## src/common/ast_pkg.sv

```systemverilog
package ast_pkg;
  // register byte offsets
  localparam logic [7:0] OFS_DATA = 8'h00;
  localparam logic [7:0] OFS_LCR = 8'h04;
  localparam logic [7:0] OFS_MODE = 8'h08;
  localparam logic [7:0] OFS_BAUD = 8'h0C;
  localparam logic [7:0] OFS_TOUT = 8'h10;
  localparam logic [7:0] OFS_STAT = 8'h14;
  localparam logic [7:0] OFS_LVL = 8'h18;
  localparam logic [7:0] OFS_WAKE = 8'h1C;
  // values after reset
  localparam logic [31:0] LCR_RST = 32'h0000_0003;
  localparam logic [31:0] MODE_RST = 32'h0000_0000;
  localparam logic [31:0] BAUD_RST = 32'h0000_0103;
  localparam logic [31:0] TOUT_RST = 32'h0000_0040;
  localparam logic [31:0] WAKE_RST = 32'h0000_0000;
  // line control fields
  localparam int LCR_STOP2 = 2;
  localparam int LCR_PEN = 3;
  localparam int LCR_EPE = 4;
  localparam int LCR_STICK = 5;
  localparam int LCR_TRIG = 8;
  // mode fields
  localparam int MODE_ACTS = 2;
  localparam int MODE_ARTS = 3;
  localparam int MODE_RTS_SW = 4;
  localparam int MODE_AUTO_DIR = 5;
  localparam int MODE_AAD = 6;
  localparam int MODE_DMA_TX = 7;
  localparam int MODE_DMA_RX = 8;
  localparam int MODE_ABR = 9;
  localparam int MODE_ADDR = 16;
  localparam int MODE_COMP = 24;
  // sticky event bits
  localparam int EV_RDA = 0;
  localparam int EV_TXE = 1;
  localparam int EV_THR = 2;
  localparam int EV_TOUT = 3;
  localparam int EV_OVF = 7;
  localparam int N_EVT = 10;
  // bit timing in oversample ticks
  localparam logic [5:0] STOP1_TICKS = 6'h10;
  localparam logic [5:0] STOP15_TICKS = 6'h18;
  localparam logic [5:0] STOP2_TICKS = 6'h20;
  localparam logic [12:0] IRDA_TICKS = 13'h0003;
  typedef enum logic [1:0] {FN_UART, FN_IRDA, FN_RS485, FN_SWIRE} ast_fn_type;
  typedef enum logic [1:0] {RX_IDLE, RX_START, RX_BITS, RX_STOP} ast_rx_type;
  typedef enum logic [1:0] {TX_IDLE, TX_BITS, TX_STOP, TX_GAP} ast_tx_type;
endpackage : ast_pkg

```

## src/design/ast_uart.sv

```systemverilog
// Notes on behaviour
// - character length is 5, 6, 7 or 8 data bits, both directions
// - parity bit is even, odd, absent or stuck at a fixed value
// - transmitter appends 1, 1.5 or 2 stop bit times
// - separate receive and transmit FIFOs, FIFO_DEPTH deep (16 by default) in both variants
// - idle gap of tx_gap_delay plus one bit times between characters, none when tx_gap_delay is zero
// - receive time-out after an 8-bit programmed idle count with data waiting
// - threshold flag when receive fill level reaches the trigger level
// - flag break, framing, parity errors and buffer overflow
// - IrDA transmit pulses last three sixteenths of a bit
// - RS-485 mode uses nine-bit characters, ninth bit marks addresses
// - RS-485 direction on request_to_send_n, automatic or by software
// - clear_to_send_n paces transmit; request_to_send_n follows rx space
// - wake on cts change, rx data, threshold, timeout or address match
// - auto-baud measurement of incoming rate plus baud compensation
// - each channel has its own baud-rate generator
// - single-wire mode shares one line for transmit and receive
// - DMA requests for transmit and receive data
// - reduced variant drops cts, threshold, timeout, address wake, comp
// - ten distinct event sources
//
// Added by the designer: the register offsets and the APB interface to the registers.
`timescale 1ns/1ps
module ast_uart #(
  parameter int FIFO_DEPTH = 16,
  parameter bit FULL_FEATURE = 1'b1
) (
  input wire logic clk_in,
  input wire logic rst_n_in,
  input wire logic psel_in,
  input wire logic penable_in,
  input wire logic pwrite_in,
  input wire logic [7:0] paddr_in,
  input wire logic [31:0] pwdata_in,
  output logic [31:0] prdata_out,
  output logic pready_out,
  output logic pslverr_out,
  input wire logic rxd_in,
  input wire logic cts_n_in,
  input wire logic sw_in,
  output logic txd_out,
  output logic rts_n_out,
  output logic sw_out,
  output logic sw_oe_out,
  output logic wake_out,
  output logic dma_tx_req_out,
  output logic dma_rx_req_out,
  output logic [ast_pkg::N_EVT-1:0] events_out
);
  import ast_pkg::*;
  localparam int PW = (FIFO_DEPTH > 1) ? $clog2(FIFO_DEPTH) : 1;

  function automatic logic [PW-1:0] ptr_inc(input logic [PW-1:0] p);
    ptr_inc = (32'(p) == FIFO_DEPTH - 1) ? '0 : p + 1'b1;
  endfunction : ptr_inc

  function automatic logic par_of(input logic [7:0] d, input logic even,
                                  input logic stick);
    par_of = stick ? ~even : (even ? ^d : ~^d);
  endfunction : par_of

  logic [31:0] lcr_ff, mode_ff, baud_ff, tout_ff, wake_en_ff;
  logic [31:0] prdata_ff;
  logic pready_ff, pslverr_ff, rd_ok_ff;
  logic [1:0] rxd_sy_ff, cts_sy_ff, sw_sy_ff;
  logic cts_prev_ff, rxl_prev_ff;
  logic [4:0] ir_hold_ff;
  logic [15:0] bcnt_ff;
  logic [3:0] ph_ff;
  logic tick_ff;
  logic [8:0] rxm [FIFO_DEPTH];
  logic [8:0] txm [FIFO_DEPTH];
  logic [PW-1:0] rx_wp_ff, rx_rp_ff, tx_wp_ff, tx_rp_ff;
  logic [4:0] rx_cnt_ff, tx_cnt_ff;
  ast_rx_type rx_st_ff;
  ast_tx_type tx_st_ff;
  logic [3:0] rx_tc_ff, rx_bn_ff, tx_bn_ff;
  logic [9:0] rx_sh_ff;
  logic [10:0] tx_sh_ff;
  logic [12:0] tx_tc_ff;
  logic [11:0] tocnt_ff;
  logic match_ff, abr_run_ff;
  logic [19:0] abr_cnt_ff;
  logic [N_EVT-1:0] stat_ff;
  logic txd_ff, rts_ff, sw_out_ff, sw_oe_ff, wake_ff, dtx_ff, drx_ff;

  // bus decode
  wire apb_acc = psel_in & penable_in & ~pready_ff;
  wire apb_done = psel_in & penable_in & pready_ff;
  wire wr_en = apb_done & pwrite_in;
  wire rd_en = apb_done & ~pwrite_in;
  wire hit_data = paddr_in == OFS_DATA;
  wire hit_lcr = paddr_in == OFS_LCR;
  wire hit_mode = paddr_in == OFS_MODE;
  wire hit_baud = paddr_in == OFS_BAUD;
  wire hit_tout = paddr_in == OFS_TOUT;
  wire hit_stat = paddr_in == OFS_STAT;
  wire hit_lvl = paddr_in == OFS_LVL;
  wire hit_wake = paddr_in == OFS_WAKE;
  wire mapped = |{hit_data, hit_lcr, hit_mode, hit_baud, hit_tout,
                  hit_stat, hit_lvl, hit_wake};

  // configuration
  wire [1:0] fn = mode_ff[1:0];
  wire is_irda = fn == FN_IRDA;
  wire is_485 = fn == FN_RS485;
  wire is_sw = fn == FN_SWIRE;
  wire nine = is_485;
  wire [3:0] dbits = nine ? 4'h8 : 4'h5 + {2'h0, lcr_ff[1:0]};
  wire pen = lcr_ff[LCR_PEN];
  wire epe = lcr_ff[LCR_EPE];
  wire stick = lcr_ff[LCR_STICK];
  wire [3:0] nb = dbits + {3'h0, nine} + {3'h0, pen};
  wire [5:0] stop_t = !lcr_ff[LCR_STOP2] ? STOP1_TICKS :
                      (dbits == 4'h5 ? STOP15_TICKS : STOP2_TICKS);
  wire [7:0] addr = mode_ff[MODE_ADDR+:8];
  wire aad_on = is_485 & mode_ff[MODE_AAD];

  // receive line: irda pulses are stretched to a full bit before sampling
  wire raw_rx = is_sw ? sw_sy_ff[1] : rxd_sy_ff[1];
  wire rxl = is_irda ? (ir_hold_ff == 5'h0) : raw_rx;
  wire cts_chg = cts_sy_ff[1] ^ cts_prev_ff;
  wire rx_fall = rxl_prev_ff & ~rxl;

  // baud generator; compensation stretches the first comp ticks of 16
  wire [3:0] comp = FULL_FEATURE ? mode_ff[MODE_COMP+:4] : 4'h0;
  wire [15:0] bdiv = baud_ff[15:0] + {15'h0, ph_ff < comp};

  // fifo status
  wire rx_full = rx_cnt_ff == 5'(FIFO_DEPTH);
  wire rx_empty = rx_cnt_ff == 5'h0;
  wire tx_full = tx_cnt_ff == 5'(FIFO_DEPTH);
  wire tx_empty = tx_cnt_ff == 5'h0;
  wire [8:0] rx_head = rx_empty ? 9'h0 : rxm[rx_rp_ff];
  wire [8:0] tx_word = txm[tx_rp_ff];
  wire rx_pop = rd_en & hit_data & rd_ok_ff;
  wire tx_push = wr_en & hit_data & ~tx_full;
  wire rx_thr = ~rx_empty &
                (rx_cnt_ff >= {1'b0, lcr_ff[LCR_TRIG+:4]});

  // received frame decode
  wire rx_smp = rx_st_ff == RX_STOP && tick_ff && rx_tc_ff == 4'hF;
  wire [9:0] rx_raw = rx_sh_ff >> (4'hA - nb);
  wire [7:0] rx_dat = rx_raw[7:0] & (8'hFF >> (4'h8 - dbits));
  wire rx_nin = nine & rx_raw[8];
  wire rx_pbit = rx_raw[dbits + {3'h0, nine}];
  wire par_ev = rx_smp & pen & (rx_pbit != par_of(rx_dat, epe, stick));
  wire frm_ev = rx_smp & ~rxl;
  wire brk_ev = frm_ev & (rx_raw == 10'h0);
  // matching address bytes open the gate, others close it; data bytes pass only while it is open
  wire addr_hit = rx_smp & aad_on & rx_nin & (rx_dat == addr);
  wire rx_acc = ~aad_on | (rx_nin ? rx_dat == addr : match_ff);
  wire rx_push = rx_smp & rx_acc;
  wire rx_wr = rx_push & ~rx_full;
  wire [11:0] to_lim = {tout_ff[7:0], 4'h0};
  wire to_run = ~rx_empty & rx_st_ff == RX_IDLE & to_lim != 12'h0;
  wire tout_ev = tick_ff & to_run & tocnt_ff == to_lim - 12'h1;

  // transmit frame build: start bit at the lsb, data lsb first
  wire cts_ok = ~mode_ff[MODE_ACTS] | ~cts_sy_ff[1];
  wire tx_go = tx_st_ff == TX_IDLE & ~tx_empty & cts_ok;
  wire [7:0] tx_dm = tx_word[7:0] & (8'hFF >> (4'h8 - dbits));
  wire tx_par = pen & par_of(tx_dm, epe, stick);
  wire [9:0] tx_fr = {2'h0, tx_dm} | (10'(nine & tx_word[8]) << dbits) |
                     (10'(tx_par) << (dbits + {3'h0, nine}));
  wire tx_frame = tx_st_ff == TX_BITS | tx_st_ff == TX_STOP;
  wire tx_line = tx_st_ff == TX_BITS ? tx_sh_ff[0] : 1'b1;
  wire [12:0] gap_end = {1'b0, tout_ff[15:8], 4'hF};

  wire abr_done = abr_run_ff & rxl;
  wire [19:0] abr_q = abr_cnt_ff >> 4;
  wire [15:0] abr_div = abr_q[15:0] - 16'h1;
  wire ovf_ev = (rx_push & rx_full) | (wr_en & hit_data & tx_full);
  wire txe_ev = tx_go & tx_cnt_ff == 5'h1;
  wire [N_EVT-1:0] ev_set = {abr_done, cts_chg, ovf_ev, brk_ev, frm_ev,
                             par_ev, tout_ev, rx_thr, txe_ev, rx_wr};
  wire [N_EVT-1:0] ev_clr = (wr_en & hit_stat) ? pwdata_in[N_EVT-1:0] : '0;
  // reduced channel keeps only incoming-data wake
  wire [4:0] wk_mask = FULL_FEATURE ? 5'h1F : 5'h02;
  wire [4:0] wk_src = {tout_ev, addr_hit, rx_thr, rx_fall, cts_chg};
  wire [31:0] rd_mux =
    hit_data ? {23'h0, rx_head} :
    hit_lcr ? lcr_ff :
    hit_mode ? mode_ff :
    hit_baud ? baud_ff :
    hit_tout ? tout_ff :
    hit_stat ? {12'h0, rts_ff, cts_sy_ff[1], rx_st_ff != RX_IDLE,
                tx_st_ff != TX_IDLE, 6'h0, stat_ff} :
    hit_lvl ? {19'h0, tx_cnt_ff, 3'h0, rx_cnt_ff} :
    hit_wake ? wake_en_ff : 32'h0;

  // apb: answer in the second access cycle
  always_ff @(posedge clk_in)
  begin
    if (!rst_n_in)
    begin
      pready_ff <= 1'b0;
      pslverr_ff <= 1'b0;
      prdata_ff <= 32'h0;
      rd_ok_ff <= 1'b0;
    end
    else
    begin
      pready_ff <= apb_acc;
      pslverr_ff <= apb_acc & ~mapped;
      prdata_ff <= (apb_acc & ~pwrite_in) ? rd_mux : 32'h0;
      rd_ok_ff <= apb_acc & ~rx_empty;
    end
  end

  always_ff @(posedge clk_in)
  begin
    if (!rst_n_in)
    begin
      lcr_ff <= LCR_RST;
      mode_ff <= MODE_RST;
      baud_ff <= BAUD_RST;
      tout_ff <= TOUT_RST;
      wake_en_ff <= WAKE_RST;
      stat_ff <= '0;
    end
    else
    begin
      if (wr_en & hit_lcr) lcr_ff <= pwdata_in;
      if (wr_en & hit_tout) tout_ff <= pwdata_in;
      if (wr_en & hit_wake) wake_en_ff <= pwdata_in;
      if (wr_en & hit_mode) mode_ff <= pwdata_in;
      else if (abr_done) mode_ff[MODE_ABR] <= 1'b0;
      if (wr_en & hit_baud) baud_ff <= pwdata_in;
      else if (abr_done) baud_ff <= {16'h0, abr_div};
      // a new event beats a clear in the same cycle
      stat_ff <= (stat_ff & ~ev_clr) | ev_set;
    end
  end

  // synchronisers and auto-baud measurement
  always_ff @(posedge clk_in)
  begin
    if (!rst_n_in)
    begin
      rxd_sy_ff <= 2'h3;
      cts_sy_ff <= 2'h3;
      sw_sy_ff <= 2'h3;
      cts_prev_ff <= 1'b1;
      rxl_prev_ff <= 1'b1;
      ir_hold_ff <= 5'h0;
      abr_run_ff <= 1'b0;
      abr_cnt_ff <= 20'h0;
    end
    else
    begin
      rxd_sy_ff <= {rxd_sy_ff[0], rxd_in};
      cts_sy_ff <= {cts_sy_ff[0], cts_n_in};
      sw_sy_ff <= {sw_sy_ff[0], sw_in};
      cts_prev_ff <= cts_sy_ff[1];
      rxl_prev_ff <= rxl;
      if (raw_rx) ir_hold_ff <= 5'h10;
      else if (tick_ff && ir_hold_ff != 5'h0) ir_hold_ff <= ir_hold_ff - 5'h1;
      // the start bit is timed; the sender should make data bit 0 high
      if (abr_done) abr_run_ff <= 1'b0;
      else if (mode_ff[MODE_ABR] & rx_fall) abr_run_ff <= 1'b1;
      if (!abr_run_ff) abr_cnt_ff <= 20'h0;
      else if (abr_cnt_ff != 20'hFFFFF) abr_cnt_ff <= abr_cnt_ff + 20'h1;
    end
  end

  always_ff @(posedge clk_in)
  begin
    if (!rst_n_in)
    begin
      bcnt_ff <= 16'h0;
      ph_ff <= 4'h0;
      tick_ff <= 1'b0;
    end
    else if (bcnt_ff >= bdiv)
    begin
      bcnt_ff <= 16'h0;
      ph_ff <= ph_ff + 4'h1;
      tick_ff <= 1'b1;
    end
    else
    begin
      bcnt_ff <= bcnt_ff + 16'h1;
      tick_ff <= 1'b0;
    end
  end

  // fifo storage needs no reset; pointers and counts do
  always_ff @(posedge clk_in)
  begin
    if (rx_wr) rxm[rx_wp_ff] <= {rx_nin, rx_dat};
    if (tx_push) txm[tx_wp_ff] <= pwdata_in[8:0];
  end

  always_ff @(posedge clk_in)
  begin
    if (!rst_n_in)
    begin
      rx_wp_ff <= '0;
      rx_rp_ff <= '0;
      tx_wp_ff <= '0;
      tx_rp_ff <= '0;
      rx_cnt_ff <= 5'h0;
      tx_cnt_ff <= 5'h0;
    end
    else
    begin
      if (rx_wr) rx_wp_ff <= ptr_inc(rx_wp_ff);
      if (rx_pop) rx_rp_ff <= ptr_inc(rx_rp_ff);
      if (tx_push) tx_wp_ff <= ptr_inc(tx_wp_ff);
      if (tx_go) tx_rp_ff <= ptr_inc(tx_rp_ff);
      rx_cnt_ff <= rx_cnt_ff + 5'(rx_wr) - 5'(rx_pop);
      tx_cnt_ff <= tx_cnt_ff + 5'(tx_push) - 5'(tx_go);
    end
  end

  // receiver: centre of start bit, then one sample every 16 ticks
  always_ff @(posedge clk_in)
  begin
    if (!rst_n_in)
    begin
      rx_st_ff <= RX_IDLE;
      rx_tc_ff <= 4'h0;
      rx_bn_ff <= 4'h0;
      rx_sh_ff <= 10'h0;
      match_ff <= 1'b0;
      tocnt_ff <= 12'h0;
    end
    else
    begin
      case (rx_st_ff)
        RX_IDLE:
          if (!rxl)
          begin
            rx_st_ff <= RX_START;
            rx_tc_ff <= 4'h0;
          end
        RX_START:
          if (tick_ff)
          begin
            rx_tc_ff <= rx_tc_ff + 4'h1;
            if (rx_tc_ff == 4'h7)
            begin
              rx_st_ff <= rxl ? RX_IDLE : RX_BITS;
              rx_tc_ff <= 4'h0;
              rx_bn_ff <= 4'h0;
              rx_sh_ff <= 10'h0;
            end
          end
        RX_BITS:
          if (tick_ff)
          begin
            rx_tc_ff <= rx_tc_ff + 4'h1;
            if (rx_tc_ff == 4'hF)
            begin
              rx_sh_ff <= {rxl, rx_sh_ff[9:1]};
              rx_bn_ff <= rx_bn_ff + 4'h1;
              if (rx_bn_ff == nb - 4'h1) rx_st_ff <= RX_STOP;
            end
          end
        RX_STOP:
          if (tick_ff)
          begin
            rx_tc_ff <= rx_tc_ff + 4'h1;
            if (rx_tc_ff == 4'hF) rx_st_ff <= RX_IDLE;
          end
        default: rx_st_ff <= RX_IDLE;
      endcase
      if (rx_smp & aad_on & rx_nin) match_ff <= rx_dat == addr;
      // a limit shortened by software must not strand the count above it
      if (rx_wr | rx_pop | ~to_run | tocnt_ff > to_lim) tocnt_ff <= 12'h0;
      else if (tick_ff && tocnt_ff != to_lim) tocnt_ff <= tocnt_ff + 12'h1;
    end
  end

  always_ff @(posedge clk_in)
  begin
    if (!rst_n_in)
    begin
      tx_st_ff <= TX_IDLE;
      tx_tc_ff <= 13'h0;
      tx_bn_ff <= 4'h0;
      tx_sh_ff <= 11'h7FF;
    end
    else
    begin
      case (tx_st_ff)
        TX_IDLE:
          if (tx_go)
          begin
            tx_sh_ff <= {tx_fr, 1'b0};
            tx_tc_ff <= 13'h0;
            tx_bn_ff <= 4'h0;
            tx_st_ff <= TX_BITS;
          end
        TX_BITS:
          if (tick_ff)
          begin
            if (tx_tc_ff[3:0] == 4'hF)
            begin
              tx_tc_ff <= 13'h0;
              tx_sh_ff <= {1'b1, tx_sh_ff[10:1]};
              tx_bn_ff <= tx_bn_ff + 4'h1;
              if (tx_bn_ff == nb) tx_st_ff <= TX_STOP;
            end
            else tx_tc_ff <= tx_tc_ff + 13'h1;
          end
        TX_STOP:
          if (tick_ff)
          begin
            if (tx_tc_ff == {7'h0, stop_t - 6'h1})
            begin
              tx_tc_ff <= 13'h0;
              tx_st_ff <= (tout_ff[15:8] == 8'h0) ? TX_IDLE : TX_GAP;
            end
            else tx_tc_ff <= tx_tc_ff + 13'h1;
          end
        TX_GAP:
          if (tick_ff)
          begin
            if (tx_tc_ff == gap_end) tx_st_ff <= TX_IDLE;
            else tx_tc_ff <= tx_tc_ff + 13'h1;
          end
        default: tx_st_ff <= TX_IDLE;
      endcase
    end
  end

  // pins and request outputs, all registered
  always_ff @(posedge clk_in)
  begin
    if (!rst_n_in)
    begin
      txd_ff <= 1'b1;
      rts_ff <= 1'b1;
      sw_out_ff <= 1'b1;
      sw_oe_ff <= 1'b0;
      wake_ff <= 1'b0;
      dtx_ff <= 1'b0;
      drx_ff <= 1'b0;
    end
    else
    begin
      // irda idles low and sends a short high pulse for each zero bit
      txd_ff <= is_irda ? ~tx_line & (tx_tc_ff < IRDA_TICKS) :
                tx_line;
      sw_out_ff <= tx_line;
      sw_oe_ff <= is_sw & tx_frame;
      if (is_485 & mode_ff[MODE_AUTO_DIR]) rts_ff <= ~tx_frame;
      else if (mode_ff[MODE_ARTS]) rts_ff <= rx_thr;
      else rts_ff <= ~mode_ff[MODE_RTS_SW];
      wake_ff <= |(wake_en_ff[4:0] & wk_src & wk_mask);
      dtx_ff <= mode_ff[MODE_DMA_TX] & ~tx_full;
      drx_ff <= mode_ff[MODE_DMA_RX] & ~rx_empty;
    end
  end

  assign prdata_out = prdata_ff;
  assign pready_out = pready_ff;
  assign pslverr_out = pslverr_ff;
  assign txd_out = txd_ff;
  assign rts_n_out = rts_ff;
  assign sw_out = sw_out_ff;
  assign sw_oe_out = sw_oe_ff;
  assign wake_out = wake_ff;
  assign dma_tx_req_out = dtx_ff;
  assign dma_rx_req_out = drx_ff;
  assign events_out = stat_ff;
endmodule : ast_uart

```

## config.mk

```make
export PLATFORM = sky130hd
export DESIGN_NAME = ast_uart
export DESIGN_NICKNAME = d
export VERILOG_FILES = /design/src/common/ast_pkg.sv /design/src/design/ast_uart.sv
export SDC_FILE = /design/constraint.sdc
export NUM_CORES = 1
export LEC_CHECK = 0
export ABC_AREA = 1
export BUFFER_PORTS_ARGS = -buffer_cell sky130_fd_sc_hd__buf_2
export CORE_ASPECT_RATIO = 0.5
export CORE_MARGIN = 2
export CORE_UTILIZATION = 25
export DETAILED_ROUTE_END_ITERATION = 10
export HOLD_SLACK_MARGIN = 0.15
export PLACE_DENSITY = 0.42
export REMOVE_ABC_BUFFERS = 1
export SLEW_MARGIN = 10
export SYNTH_ARGS = -nofsm -noshare
export SYNTH_HDL_FRONTEND = slang
export SYNTH_SLANG_ARGS = --single-unit
export TNS_END_PERCENT = 50
```

## constraint.sdc

```tcl
create_clock -name clk_in -period 4.7 [get_ports clk_in]
set_clock_uncertainty 0.2 [all_clocks]
set_input_delay 0.94 -clock clk_in [delete_from_list [all_inputs] [get_ports clk_in]]
set_output_delay 0.94 -clock clk_in [all_outputs]
set_load 0.02 [all_outputs]
```

==> results_dict.tcl, run 1 <==
set metrics [dict create \
    worst_ir_drop_vdd_v 0.000252 \
    pwr-share-clk 0.413 \
    rsz0062_at_grt "no" \
    dp.final_hpwl_um 68600 \
    synthMuxAreaShare 0.0127 \
    leakagePower_nw 13.2 \
    synth_most_common_cell "nand2_1" \
    yosys-top-cells-area "edfxtp_1 (29%), dfxtp_1 (24%), nand2_1 (8.0%)" \
    drv_slew 0 \
    clock-sinks 652 \
    dominant_combinational_cell_family_by_area_after_synthesis "simple AND/OR/NAND/NOR gates" \
    vias_per_cell 4.67 \
    whs_endpoint "cts_sy_ff[1]$_SDFF_PN1_" \
    timing.max_slew.rel_slack 0.346 \
    clk-insertion-delay-late_ns 0.67 \
    gpl.final_weighted_congestion 0.871 \
    antenna_violations_before_repair 3 \
    detail-route-antenna-nets 0 \
    post-synth-top-area-fraction 0.289 \
    dr_total_vias 24400 \
    detailed_place.area_mm2 0.0327 \
    nNetsFinal 3704 \
    die_height_um 249 \
    synth.avg_cell_area_um2 8.70 \
    tritoncts "built" \
    post_synth_and_or_nand_nor_area_fraction 0.181 \
    synth_cell_count_leaders "nand2_1 (637), inv_1 (371), dfxtp_1 (364)" \
    cap_violations 0 \
    comb_power_share 0.142 \
    p_int_w 0.00973 \
    reg2regPathDepth 28 \
    synth_cell_type_count 59 \
    startpoint "lcr_ff[0]$_SDFFE_PN1P_" \
    power.net_switching_w 0.00391 \
    grt_pass1_wl_um 148000 \
    timing.setup.critical_path_class "flop to flop" \
    detail_route.iter0.violations 1830 \
    drive_gt1_frac 0.110 \
    hold_viol 0 \
    critPathCaptureType "flop" \
    fin_util 0.297 \
    syn_area_mm2 0.0299 \
    drt_drc_violations_left 0 \
    cts.reportedPaths.clkPinSlew_ns 0.06 \
    synth_ff_type "dfxtp_1" \
    pin_slew_with_the_least_headroom_to_its_limit_ns 0.981 \
    core_area_mm2 0.118 \
    initial_utilization 0.253 \
    p_sw_frac 0.287 \
    power_per_cell_area_mw_per_mm2 389 \
    timing.critical_path.from_type "flop" \
    async_flop_share 0 \
    syn_to_layout_area_delta_pct 17.4 \
    critical_path.reg2reg.endpoint "rx_cnt_ff[4]$_SDFF_PN0_" \
    yosys_register_bits 652 \
    global_route.usage.total 0.157 \
    grt-ovfl-total 0 \
    number_of_flops_mapped_to_enable_cells_by_yosys 288 \
    port_bufs 98 \
    power_frac_seq 0.446 \
    pin_count 99 \
    final.min_clock_period_ns 4.29 \
    grt_start_max_net_pins 95 \
    worst_min_path_class "flop to flop" \
    critical_path_arrival_ns 4.62 \
    cts_htree_levels 3 \
    synth-xor-area-share 0.0193 \
    synth-compound-area-share 0.149 \
    drt_wl_total_um 98100 \
    r2r-start "lcr_ff[0]$_SDFFE_PN1P_" \
    synth_cells 3438 \
    post-place-cells 5086 \
    cts_root_cell "clkbuf_16" \
    clock.fmax_mhz 233 \
    post_drt_wl_per_cell_um 18.8 \
    reg2reg_setup_slack_ns 0.41 \
    run_status "finished clean" \
    detailedRoute.firstPassIterationCount 8 \
    timing.final.setup_violations 0 \
    critPathMostFrequentCell "nand2_1" \
    clk_path_buf_depth 3 \
    yosysWarnings 0 \
    critical_path_required_ns 5.03 \
    worst_path_largest_cell_delay_ns 0.36 \
    placement_rows 89 \
    synth-adder-area-share 0.0369 \
    die_area_mm2 0.123 \
    fin_cells 5219 \
    post-route-period-util 0.914 \
    inserted_clock_buffers 69 \
    post-synth-top-area-cell "edfxtp_1" \
    number_of_instances_on_the_worst_hold_path 1 \
    grt_pass1_vias 23100 \
    critPathSlowestCell "fa_2" \
    sequential_element_share_of_the_synthesized_area 0.533 \
    finish.instance_area_mm2 0.0351 \
    die_w_um 493 \
    min-delay-start "cts_sy_ff[0]$_SDFF_PN1_" \
    crit_path_max_fanout 8 \
]
[worst max-delay path by stage]
stage / endpoint / cells past startpoint
floorplan: baud_ff[5]$_SDFFE_PN0P_ / 13
global placement: rx_cnt_ff[4]$_SDFF_PN0_ / 27
detailed placement: rx_cnt_ff[4]$_SDFF_PN0_ / 27
CTS: rx_cnt_ff[4]$_SDFF_PN0_ / 27
global route: rx_cnt_ff[4]$_SDFF_PN0_ / 28
finish: rx_cnt_ff[4]$_SDFF_PN0_ / 28
[metal layers]
layer	vias up	global-route usage	wire, um
met5	-	0	8
met4	2	0.0361	1950
met3	127	0.0262	4300
met2	477	0.238	43000
met1	11800	0.230	48800
li1	12000	-	-
[state kept, by name, indices dropped and copies added, names as in the netlist, 32 cells and up, named ones only]
name and count:
rxm 144, txm 144, baud_ff 32, lcr_ff 32, mode_ff 32, prdata_out 32
tout_ff 32, wake_en_ff 32
[power groups by stage]
| stage | Sequential [W] | Combinational, W | Clock [W] |
|---|---|---|---|
| 2_1_floorplan | 0.00623 | 0.00120 | 0 |
| 3_3_place_gp | 0.00621 | 0.00192 | 0 |
| 3_5_place_dp | 0.00621 | 0.00193 | 0 |
| 4_1_cts | 0.00608 | 0.00194 | 0.00580 |
| 5_1_grt | 0.00609 | 0.00222 | 0.00602 |
| 6_report | 0.00608 | 0.00193 | 0.00563 |
[layout make-up]
class                           instances  area (um^2)
Antenna cell                            2         5.00
Clock buffer                           92         1880
Clock inverter                         35          394
Fill cell                           12500        83200
Inverter                              387         1460
Multi-Input combinational cell       2252        12100
Sequential cell                       652        15900
Tap cell                             1592         1990
Timing Repair Buffer                  206         1350
Timing Repair inverter                  1         5.00
[cell usage in the layout (no fill, tap or decap), types with 97 or more instances in the layout]
cell / count
a21oi_1: 355
buf_2: 97
buf_4: 104
dfxtp_1: 361
edfxtp_1: 288
inv_1: 368
nand2_1: 635
nand3_1: 212
nor2_1: 217
o21ai_0: 310
[cell families (layout without fill, tap and decap cells)]
family | count (synthesis) | after routing
other | 0 | 2
adder cells (fa/ha/maj) | 87 | 87
AO/OA/AOI/OAI | 810 | 810
flip-flops | 652 | 652
AND/OR/NAND/NOR | 1251 | 1251
buffers and inverters | 534 | 721
XOR/XNOR | 66 | 66
multiplexers | 38 | 38
[metrics by stage]
stage	setup WS (ns)	hold WS (ns)	TNS [ns]	total power [W]
floorplan	-0.518	0.193	-11.42	0.00743
global placement	0.0796	0.198	0	0.00812
detailed placement	0.0903	0.201	0	0.00814
CTS	0.0503	0.216	0	0.0138
global route	0.0249	0.237	0	0.0143
finish	0.406	0.219	0	0.0136
[critical path, delay by kind of cell, from the launching register on]
family                   cells  cell delay [ns]
flip-flops                   1             0.31
AND/OR/NAND/NOR             12             1.18
adder cells (fa/ha/maj)      6             1.65
AO/OA/AOI/OAI                6             0.53
buffers and inverters        4             0.27
[repair_timing]
action	CTS	global route
setup endpoints to repair	0	25
setup buffers	0	3
resized for setup	0	31
hold buffers	0	0
(Power assumes the default switching activity.)
==> inputs of run 2 (changes only) <==
Settings changed: PLACE_DENSITY 0.42 to default.
==> run 2 against run 1 <==
  * Sequential cell count stayed put
  * Routed wire length is 11% lower
  * First-iteration DRC count is 25% higher
  * Critical endpoint unchanged
  * Largest cell class unchanged
==> results_dict.tcl, run 2 (same netlist as run 1, synthesis figures left out) <==
set metrics [dict create \
    grt_pass1_wl_um 135000 \
    multi_input_gate_area_mm2 0.0121 \
    rsz0062_at_grt "no" \
    post_drt_wl_per_cell_um 16.8 \
    cts_root_cell "clkbuf_16" \
    critical_path_buf_inv_count 4 \
    global_route.usage.total 0.138 \
    critical_path_arrival_ns 4.66 \
    drt_wl_total_um 87400 \
    timing.max_slew.rel_slack 0.224 \
    cts_htree_levels 3 \
    grt-ovfl-total 0 \
    pwr-share-clk 0.403 \
    cts.reportedPaths.clkPinSlew_ns 0.06 \
    critPathMostFrequentCell "nand2_1" \
    power_frac_seq 0.455 \
    grt_start_max_net_pins 166 \
    critical_path_depth 28 \
    layout.cells.most_common "nand2_1" \
    timing.final.ws_setup_ns 0.327 \
    critPathCaptureType "flop" \
    postCtsHoldBufs 0 \
    inserted_clock_buffers 69 \
    timing.critical_path.max_delay_family "adder cells" \
    reg2regPathDepth 28 \
    antenna_violations_before_repair 4 \
    place_ws_ns 0.0759 \
    die_height_um 249 \
    gpl.final_weighted_congestion 0.918 \
    initial_utilization 0.253 \
    layout_top_registers "rxm x144, txm x144" \
    pin_slew_with_the_least_headroom_to_its_limit_ns 1.16 \
    run_status "finished clean" \
    post-route-period-util 0.930 \
    clk_path_buf_depth 3 \
    fin_cells 5202 \
    drt_drc_violations_left 0 \
    die_w_um 493 \
    hold_viol 0 \
    drv_slew 0 \
    fin_tns_setup_ns 0 \
    cap_violations 0 \
    final.min_clock_period_ns 4.37 \
    clock-sinks 652 \
    timing.critical_path.from_type "flop" \
    detail-route-antenna-nets 0 \
    detail_route.iter0.violations 2285 \
    worst_min_path_class "flop to flop" \
    nNetsFinal 3691 \
    detailedRoute.firstPassIterationCount 6 \
    core_area_mm2 0.118 \
    critical_path_required_ns 4.99 \
    dp.final_hpwl_um 59500 \
    tritoncts "built" \
    p_int_w 0.00966 \
    most_frequent_cells_in_the_layout "nand2_1 (635), inv_1 (368), dfxtp_1 (362), a21oi_1 (355), o21ai_0 (311)" \
    timing.final.setup_violations 0 \
    critPathSlowestCell "fa_1" \
    comb_power_share 0.142 \
    drive_gt1_frac 0.103 \
    die_area_mm2 0.123 \
    worst_ir_drop_vdd_v 0.000234 \
    grt_pass1_vias 23400 \
    number_of_instances_on_the_worst_hold_path 1 \
    power.net_switching_w 0.00365 \
    power_per_cell_area_mw_per_mm2 381 \
    post-place-cells 5073 \
    seq_area_mm2 0.0159 \
    worst_path_largest_cell_delay_ns 0.40 \
    timing.setup.critical_path_class "flop to flop" \
    clk-insertion-delay-late_ns 0.63 \
    vias_per_cell 4.74 \
    dr_total_vias 24700 \
    crit_path_max_fanout 8 \
    syn_to_layout_area_delta_pct 16.7 \
    p_sw_frac 0.274 \
    clock.fmax_mhz 229 \
    port_bufs 98 \
    leakagePower_nw 13.1 \
    pin_count 99 \
    placement_rows 89 \
    n_fill_cell 12400 \
]
==> run 2: stage by stage <==
step           cell area (um^2)  hold slack [ns]  power, W  utilization
3_3_place_gp              32600            0.236   0.00802        0.275
6_report                  34900            0.243    0.0133        0.295
3_5_place_dp              32600            0.237   0.00806        0.275
4_1_cts                   34800            0.250    0.0134        0.294
2_1_floorplan             29300            0.193   0.00743            -
5_1_grt                   34900            0.269    0.0139        0.295
==> run 2: repair_timing <==
| action | 4_1_cts | 5_1_grt |
|---|---|---|
| setup buffers | 0 | 3 |
| gates resized for setup | 0 | 26 |
| endpoints found under the setup margin | 0 | 24 |
| hold endpoints to repair | 0 | 0 |
==> run 2: path summary, 6_finish.rpt <==
kind / start / endpoint / slack [ns]
max: lcr_ff[0]$_SDFFE_PN1P_ / rx_cnt_ff[4]$_SDFF_PN0_ / 0.33
min: rxd_sy_ff[0]$_SDFF_PN1_ / rxd_sy_ff[1]$_SDFF_PN1_ / 0.24
max reg2reg: lcr_ff[0]$_SDFFE_PN1P_ / rx_cnt_ff[4]$_SDFF_PN0_ / 0.33
min reg2reg: rxd_sy_ff[0]$_SDFF_PN1_ / rxd_sy_ff[1]$_SDFF_PN1_ / 0.24
==> run 2: routing by layer <==
| layer | vias up | track usage | routed length [um] |
|---|---|---|---|
| li1 | 12000 | - | - |
| met1 | 11800 | 0.184 | 38600 |
| met2 | 777 | 0.221 | 39900 |
| met3 | 152 | 0.0272 | 6060 |
| met4 | 2 | 0.0503 | 2790 |
| met5 | - | 0 | 10 |
==> run 2: power groups by stage <==
stage,registers (W),logic (W),clock network (W)
final,0.00606,0.00189,0.00536
after global routing,0.00606,0.00214,0.00569
after CTS,0.00606,0.00189,0.00547
after detailed placement,0.00618,0.00188,0
after global placement,0.00617,0.00185,0
after floorplan,0.00623,0.00120,0
==> run 2: final cells by class <==
type / instances / area share
timing repair inverter: 1 / 0.000143
timing repair buffer: 193 / 0.0356
clock buffer: 105 / 0.0588
inverter: 387 / 0.0418
clock inverter: 18 / 0.00384
sequential: 652 / 0.457
tap: 1592 / 0.0571
multi-input combinational: 2252 / 0.346
antenna: 2 / 0.000143
